===== src/sac_defines.vh =====
`ifndef SAC_DEFINES_VH
`define SAC_DEFINES_VH
// result width
`define SAC_RES_BITS 10
// bipolar zero code, the only bit set is the top one
`define SAC_BIPOLAR_MID 10'h200
// conversion time figures in ns
`define SAC_TCONV_MIN_NS 15000
`define SAC_TCONV_TYP_NS 25000
`define SAC_TCONV_MAX_NS 30000
// system clock period in ns
`define SAC_CLK_NS 8
// internal step clock divide ratio (one bit per step)
`define SAC_STEP_DIV 227
`endif


===== src/sac_conversion_control.v =====
`include "sac_defines.vh"
`timescale 1ns/1ps
`default_nettype none
module sac_conversion_control #(
  parameter WIDTH   = `SAC_RES_BITS,
  parameter STEPDIV = `SAC_STEP_DIV
) (
  // clock and reset
  input  wire             clk_sys,
  input  wire             resetn,

  // host request line, active low, asynchronous pin
  input  wire             blankConvert_n,

  // range pin: low = tied to common (unipolar), high = open (bipolar)
  input  wire             rangeOpen,

  // comparator: high when input is at or above the trial value
  input  wire             compAbove,

  // trial code to the internal dac
  output reg  [WIDTH-1:0] trialCode,

  // bipolar offset current switch
  output reg              bipolarOffsetOn,

  // three-state result pins, oe low means driven
  output reg  [WIDTH-1:0] dataOut,
  output reg              dataOe_n,

  // completion flag, open drain: out always low, oe low pulls low
  // the far end supplies the pull-up for the released level
  output wire             ready_n,
  output reg              readyOe_n
);
  // one-hot states
  localparam ST_IDLE = 3'b001;
  localparam ST_CONV = 3'b010;
  localparam ST_DONE = 3'b100;

  // timing budget: a conversion is WIDTH+1 steps of STEPDIV cycles plus
  // about four cycles of pin synchronising; the default divide of 227 on a
  // 125 MHz clock gives 2497 cycles, near 20 us and inside 15 to 30 us.
  // a short divide speeds simulation but leaves that window on purpose

  // sequencer state
  reg [2:0]        state;
  reg [2:0]        next_state;

  // pin synchronisers; only the second stage is read by logic
  reg              reqMeta;
  reg              reqSync;
  reg              rngMeta;
  reg              rngSync;
  reg              cmpMeta;
  reg              cmpSync;

  // approximation datapath
  reg  [WIDTH-1:0] probe;      // one-hot bit under trial
  reg  [WIDTH-1:0] sar;        // bits decided so far
  wire [WIDTH-1:0] next_probe;
  wire [WIDTH-1:0] next_sar;
  wire [WIDTH-1:0] next_trial;

  // step timing and decode
  wire             stepEn;
  wire             startConv;  // idle to converting this cycle
  wire             takeStep;   // one bit decided this cycle
  wire             finishConv; // last step commits the flag

  // open-drain pin only ever pulls low; the pull-up gives the high level
  assign ready_n = 1'b0;

  // step decode shared by the datapath and the result logic
  assign startConv  = (state == ST_IDLE) && !reqSync;
  assign takeStep   = (state == ST_CONV) && stepEn &&
                      (probe != {WIDTH{1'b0}});
  assign finishConv = (state == ST_CONV) && !reqSync && stepEn &&
                      (probe == {WIDTH{1'b0}});

  // per-bit approximation: the bit on trial takes the comparator
  // decided bits hold, and the next lower bit is raised for trial
  assign next_probe = probe >> 1;
  genvar gi;
  generate
    for (gi = 0; gi < WIDTH; gi = gi + 1) begin : g_bit
      // keep the trial bit only when the input sits at or above it
      assign next_sar[gi]   = probe[gi] ? cmpSync : sar[gi];
      assign next_trial[gi] = probe[gi] ? cmpSync
                                        : (sar[gi] | next_probe[gi]);
    end
  endgenerate

  // internal step clock
  // restarted per conversion so every conversion takes the same time
  sac_step_clock #(
    .DIV    (STEPDIV)
  ) u_step (
    .clk_sys (clk_sys),
    .resetn  (resetn),
    .run     (state == ST_CONV),
    .stepEn  (stepEn)
  );

  // pin synchronisers, two flops each; the request resets to its idle
  // high level, so no false start follows reset
  always @(posedge clk_sys) begin
    if (!resetn) begin
      reqMeta <= 1'b1;
      reqSync <= 1'b1;
      rngMeta <= 1'b0;
      rngSync <= 1'b0;
      cmpMeta <= 1'b0;
      cmpSync <= 1'b0;
    end else begin
      reqMeta <= blankConvert_n;
      reqSync <= reqMeta;
      rngMeta <= rangeOpen;
      rngSync <= rngMeta;
      // compAbove only matters at a step, long after it has settled
      cmpMeta <= compAbove;
      cmpSync <= cmpMeta;
    end
  end

  // sequencing; a request still low while done is simply held
  always @* begin
    next_state = state;
    case (state)
      ST_IDLE: begin
        if (!reqSync)
          next_state = ST_CONV;
      end
      ST_CONV: begin
        if (reqSync)
          next_state = ST_IDLE;
        // done only after the extra flag step
        else if (stepEn && probe == {WIDTH{1'b0}})
          next_state = ST_DONE;
      end
      // result held while the request stays low
      ST_DONE: begin
        if (reqSync)
          next_state = ST_IDLE;
      end
      // unused codes fall back to idle
      default: next_state = ST_IDLE;
    endcase
  end

  // state register
  always @(posedge clk_sys) begin
    if (!resetn)
      state <= ST_IDLE;
    else
      state <= next_state;
  end

  // approximation register; trial code and decisions move only at the start and on a step
  // so the comparator has a full step to settle through its synchroniser
  always @(posedge clk_sys) begin
    if (!resetn) begin
      probe           <= {WIDTH{1'b0}};
      sar             <= {WIDTH{1'b0}};
      trialCode       <= {WIDTH{1'b0}};
      bipolarOffsetOn <= 1'b0;
    end else if (startConv) begin
      probe           <= {1'b1, {(WIDTH-1){1'b0}}};
      sar             <= {WIDTH{1'b0}};
      trialCode       <= {1'b1, {(WIDTH-1){1'b0}}};
      // range latched per conversion so a moving pin cannot mix
      bipolarOffsetOn <= rngSync;
    end else if (takeStep) begin
      // one bit per step, top bit first
      probe     <= next_probe;
      sar       <= next_sar;
      trialCode <= next_trial;
    end
  end

  // result pins and flag; the last step only commits the flag, giving
  // WIDTH+1 steps; a release mid conversion drops the partial result
  // code is straight binary of the offset-shifted input
  // so bipolar reads as offset binary with no recoding
  always @(posedge clk_sys) begin
    if (!resetn) begin
      dataOut   <= {WIDTH{1'b0}};
      dataOe_n  <= 1'b1;
      readyOe_n <= 1'b1;
    end else if (finishConv) begin
      dataOut   <= sar;
      // flag low after the last step
      readyOe_n <= 1'b0;
      dataOe_n  <= 1'b0;
    end else if (next_state == ST_IDLE) begin
      readyOe_n <= 1'b1;
      dataOe_n  <= 1'b1;
    end
  end
endmodule // sac_conversion_control
`default_nettype wire


===== src/sac_step_clock.v =====
`timescale 1ns/1ps
`default_nettype none
// internal conversion clock: one-cycle enable every DIV cycles while run
module sac_step_clock #(
  parameter DIV = 227
) (
  // clock and reset
  input  wire       clk_sys,
  input  wire       resetn,
  // control
  input  wire       run,
  output reg        stepEn
);
  // terminal count held at the counter's own width
  localparam [15:0] DIV_LAST = DIV - 1;

  reg [15:0] count;

  // divider restarts whenever run drops so every conversion is timed alike
  always @(posedge clk_sys) begin
    if (!resetn || !run) begin
      count  <= 16'h0000;
      stepEn <= 1'b0;
    end else if (count == DIV_LAST) begin
      count  <= 16'h0000;
      stepEn <= 1'b1;
    end else begin
      count  <= count + 16'h0001;
      stepEn <= 1'b0;
    end
  end
endmodule // sac_step_clock
`default_nettype wire


===== config.mk =====
export PLATFORM = sky130hd
export DESIGN_NAME = sac_conversion_control
export DESIGN_NICKNAME = d
export VERILOG_FILES = /design/src/sac_conversion_control.v /design/src/sac_step_clock.v
export VERILOG_INCLUDE_DIRS = /design/src
export SDC_FILE = /design/constraint.sdc
export NUM_CORES = 1
export LEC_CHECK = 0
export BUFFER_PORTS_ARGS = -buffer_cell sky130_fd_sc_hd__buf_4
export CORE_AREA = 3 3 101 103
export CTS_CLUSTER_DIAMETER = 150
export DETAILED_ROUTE_END_ITERATION = 8
export DIE_AREA = 0 0 104 106
export GPL_TIMING_DRIVEN = 1
export PLACE_DENSITY_LB_ADDON = 0.2
export SYNTH_ARGS = -nofsm -noshare
export SYNTH_HDL_FRONTEND = slang
export SYNTH_SLANG_ARGS = --single-unit

===== constraint.sdc =====
create_clock -name clk_sys -period 4.7 [get_ports clk_sys]
set_input_delay 0.235 -clock clk_sys [delete_from_list [all_inputs] [get_ports clk_sys]]
set_output_delay 0.235 -clock clk_sys [all_outputs]
set_load 0.05 [all_outputs]

==> results of run 1 <==
==> through the flow <==
stage	area (um^2)	setup WS, ns	instances
2_1_floorplan	2800	3.23	324
3_3_place_gp	3080	2.49	461
3_5_place_dp	3080	2.51	461
4_1_cts	3310	2.48	476
5_1_grt	3310	2.28	476
6_report	3310	2.47	476
==> cell families after synthesis <==
kind of cell    Yosys count  share of synthesized area
simple gates            157                      0.274
flops                    68                      0.485
compound gates           39                     0.0750
buf+inv                  23                     0.0402
mux                      21                     0.0750
xor+xnor                 13                     0.0406
fa+ha+maj                 2                    0.00892
other cells               1                    0.00134
==> flip-flops by register name (all words and copies together), names as in the netlist <==
register,count
trialCode,10
u_step.count,16
bipolarOffsetOn,1
reqMeta,1
u_step.stepEn,1
cmpSync,1
cmpMeta,1
dataOut,10
sar,10
probe,10
readyOe_n,1
state,3
rngSync,1
rngMeta,1
reqSync,1
==> metal layers <==
| layer | track usage | vias up |
|---|---|---|
| met5 | 0 | - |
| met4 | 0.0427 | 0 |
| met3 | 0.0431 | 6 |
| met2 | 0.151 | 44 |
| met1 | 0.152 | 993 |
| li1 | - | 1137 |
==> worst min-delay path by stage <==
stage / from / end / slack [ns] / cells past startpoint
2_1_floorplan: blankConvert_n / reqMeta / 0.34 / 1
3_3_place_gp: reqMeta / reqSync / 0.41 / 1
3_5_place_dp: reqMeta / reqSync / 0.40 / 1
4_1_cts: blankConvert_n / reqMeta / 0.06 / 2
5_1_grt: blankConvert_n / reqMeta / 0.06 / 2
6_report: blankConvert_n / reqMeta / 0.07 / 2
==> cell type report <==
class | count | area [um^2] | area share
clock inverters | 5 | 85.1 | 0.0257
well taps | 129 | 161 | 0.0488
repair buffers | 29 | 218 | 0.0658
clock buffers | 10 | 138 | 0.0416
flip-flops and latches | 68 | 1360 | 0.412
multi-input cells | 233 | 1340 | 0.404
inverters | 2 | 7.51 | 0.00227
==> report_power, final <==
part	switching [mW]	internal [mW]
Clock	0.228	0.313
Sequential	0.00514	0.580
Combinational	0.0162	0.00805
Total	0.249	0.901
==> cell usage in the layout, fill, tap and decap left out, drive strengths merged, types with 3 or more instances in the layout <==
master	instances
and2	5
nand2b	4
nand2	62
buf	29
o21ai	12
nor4b	3
nor4	6
inv	3
nand3	16
nand4	8
nor2b	4
dfxtp	68
a21oi	21
xor2	9
clkbuf	10
xnor2	4
mux2i	21
and3	4
nor2	37
==> worst max-delay path: cells and delay by family, from the launching register on <==
| family | cells | cell delay, ns |
|---|---|---|
| buf+inv | 1 | 0.29 |
| mux | 1 | 0.20 |
| flops | 1 | 0.37 |
| simple gates | 2 | 0.69 |
| compound gates | 1 | 0.50 |
==> impl_metrics.ini, run 1 <==
[route]
drt_iter0_drc = 141
wl_per_cell_um = 12.0
drc = 0
first_pass_iters = 4
ant_nets = 0
routed_wl_um = 5730
dr_wl_met3_um = 341
wl_met2_um = 2320
drt-met1-wl_um = 3010
vias_per_cell = 4.58
num_vias = 2180
highest_layer = met4

[timing]
maxSlewHeadroom = 0.250
hold-worst-slack_ns = 0.0732
rsz0062_at_grt = no
max_freq_ghz = 0.449
slew_viol_final = 0
fin_worst_skew_ns = 0.0137
worst_pin_slew_ns = 1.12
finalSetupViolCount = 0
post-route-min-period_ns = 2.23
finalHoldViolCount = 0
finalSetupTns_ns = 0
period_share = 0.473

[floorplan]
die_x_um = 104
die_y_um = 106
rows = 35
ios = 29
initial_core_util = 0.302
core-area_um2 = 9280
dieArea_um2 = 11000

[clocking]
clk_pin_slew_ns = 0.08
cts_tree = built
cts_hold_buf = 0
cts_max_path_buffers = 2
post_cts_resized = 0
cts_made_buffers = 9
cts-htree-levels = 3
clkLatencyLatePin_ns = 0.34
cts_setup_buffers = 0
cts-root-buf = clkbuf_8
clkSinkCount = 68

[power]
power.total_mw = 1.15
ir_drop_mv = 0.109
power.leakage_nw = 1.10
power.density_nw_per_um2 = 348

[synthesis]
synth_seq_cells = 68
ys_seq_area_frac = 0.485
ys.flop_type = dfxtp_1
yosys.cell_types.count = 38
ys_warn_count = 0
synthCells = 324
synth_top_area_frac = 0.485
yosysTopAreaCell = dfxtp_1
avgSynthCellArea_um2 = 8.65
synth_commonest_cells = 68 x dfxtp_1, 62 x nand2_1, 37 x nor2_1
syn_nets = 331
async_flop_share = 0
synth_area_leaders = dfxtp_1 49%, nand2_1 8.3%, mux2i_1 7.5%
yosysMostFrequentCell = dfxtp_1
synth_area_um2 = 2800
synth_edf_count = 0

[run_status]
status = finished clean

[critical_path]
slowest_delay_ns = 0.64
crit_required_ns = 4.88
reg2reg_slack_ns = 2.47
start_kind = flip-flop
end_kind = flip-flop
cpMaxStageDelayCell = nand4bb_1
crit_chain = nand4bb_1 > a31oi_1 > buf_4 > mux2i_1 > nor2_1
crit_start = state[2]
r2r_end = trialCode[6]
rr_worst_depth = 5
critPathKind = flip-flop to flip-flop
cp.arrival_ns = 2.40
regToRegStartpoint = state[2]
critPathMaxFanout = 12
crit_end = trialCode[6]

[layout]
drive_gt1_frac = 0.141
diodes = 0
utilization = 0.356
areaGrowthSynthToFinish_pct = 17.9
nets = 350
fillers = 995

[global_route]
grt_max_degree = 36
grt_pass1_vias = 2002
antenna_found_initial = 0
grt_first_pass_wirelength_um = 9910
grt_use_total = 0.110
gr-total-overflow = 0

[flow_run]
drv_cap = 0

[placed_design]
gp_congestion = 0.743
dp_hpwl_um = 3790
portBuffers = 27

[worst_hold_path]
hp-class = input pin to flip-flop
No activity file was read; power rests on OpenSTA's default activity.
==> run 2: changes to the inputs <==
==> constraint.sdc (replaced) <==
create_clock -name clk_sys -period 2.2 [get_ports clk_sys]
set_input_delay 0.11 -clock clk_sys [delete_from_list [all_inputs] [get_ports clk_sys]]
set_output_delay 0.11 -clock clk_sys [all_outputs]
set_load 0.05 [all_outputs]
==> run 2 against run 1 <==
Effect of this change:
- sequential power is 110% higher
- combinational power rose by 140%
- via count increased by 0.46%
- global-route usage about the same
- power up 110%
- register-to-register slack got worse by 1.9 ns
- largest cell class unchanged
==> impl_metrics.ini, run 2 (synthesis gave the netlist of run 1 again) <==
[layout]
diodes = 0
fillers = 988
areaGrowthSynthToFinish_pct = 20.3
largest_reg_flops = 16
final_cell_mix = 68 x dfxtp_1, 62 x nand2_1, 37 x nor2_1
layout_commonest_cell = dfxtp_1
drive_gt1_frac = 0.157
top_register = u_step.count
nets = 359

[timing]
finalSetupTns_ns = 0
post-route-min-period_ns = 1.67
max_freq_ghz = 0.599
period_share = 0.758
rsz0062_at_grt = no
finalHoldViolCount = 0
maxSlewHeadroom = 0.514
finalSetupViolCount = 0
slew_viol_final = 0
hold-worst-slack_ns = 0.112
fin_worst_skew_ns = 0.0124
worst_pin_slew_ns = 0.728

[global_route]
grt_use_total = 0.109
gr-total-overflow = 0
grt_pass1_vias = 2108
antenna_found_initial = 0
grt_first_pass_wirelength_um = 9870
grt_max_degree = 36

[clocking]
cts_setup_buffers = 0
clk_pin_slew_ns = 0.08
clkSinkCount = 68
cts_max_path_buffers = 2
cts_made_buffers = 9
cts_hold_buf = 3
cts-htree-levels = 3
cts-root-buf = clkbuf_8
cts_tree = built
clkLatencyLatePin_ns = 0.35
post_cts_resized = 0

[floorplan]
ios = 29
core-area_um2 = 9280
die_y_um = 106
rows = 35
initial_core_util = 0.302
die_x_um = 104
dieArea_um2 = 11000

[route]
drc = 0
vias_per_cell = 4.51
first_pass_iters = 4
drt_iter0_drc = 106
num_vias = 2190
wl_per_cell_um = 11.7
routed_wl_um = 5710
ant_nets = 0

[flow_run]
drv_cap = 0

[worst_hold_path]
hp-class = input pin to flip-flop

[critical_path]
start_kind = flip-flop
critPathMaxFanout = 11
crit_required_ns = 2.48
end_kind = flip-flop
reg2reg_slack_ns = 0.53
critPathKind = flip-flop to flip-flop
cp.arrival_ns = 1.95

[placed_design]
dp_hpwl_um = 3820
portBuffers = 27
gp_congestion = 0.775

[power]
ir_drop_mv = 0.239
power.leakage_nw = 1.14
power.density_nw_per_um2 = 718

[run_status]
status = finished clean
==> run 2: worst max-delay path, cell delays in order (launching register included) <==
cell and delay [ns]:
dfxtp_1 0.39, nor4_2 0.34, and3_1 0.26, nor3b_4 0.18
buf_4 0.23, mux2i_1 0.20
==> run 2: area by class of cell <==
cell class	instances	area [um^2]	area share
clock buffer	9	124	0.0367
clock inverter	7	91.3	0.0271
inverter	2	7.51	0.00222
multi-input combinational	233	1340	0.396
sequential	68	1360	0.403
tap	129	161	0.0478
timing repair buffer	38	293	0.0868
==> run 2: metrics by stage <==
step | std cells | utilization | cell area [um^2] | power, mW | worst slack [ns]
3_3_place_gp | 467 | 0.337 | 3130 | 1.33 | 0.555
5_1_grt | 486 | 0.363 | 3370 | 2.52 | 0.358
2_1_floorplan | 324 | - | 2800 | 1.32 | 0.727
4_1_cts | 486 | 0.363 | 3370 | 2.46 | 0.517
6_report | 486 | 0.363 | 3370 | 2.42 | 0.532
3_5_place_dp | 467 | 0.337 | 3130 | 1.33 | 0.543
==> run 2: power by group <==
| group | total (mW) | switching (mW) | internal, mW |
|---|---|---|---|
| Combinational | 0.0592 | 0.0361 | 0.0230 |
| Clock | 1.11 | 0.480 | 0.633 |
| Sequential | 1.25 | 0.0111 | 1.24 |
==> run 2: worst paths after layout <==
path | from | to | depth (start not counted)
max | probe[7] | dataOut[7] | 5
min | resetn | state[0] | 2
max reg2reg | probe[7] | dataOut[7] | 5
min reg2reg | reqMeta | reqSync | 1
==> run 2: metal layers <==
layer  track usage  vias up  share of wire  routed length (um)
met1         0.144     1000           0.52                2980
met4        0.0446        0          0.016                  90
met5             0        -              0                   0
li1              -     1150              -                   -
met3        0.0407        7          0.049                 280
met2         0.160       33           0.41                2360
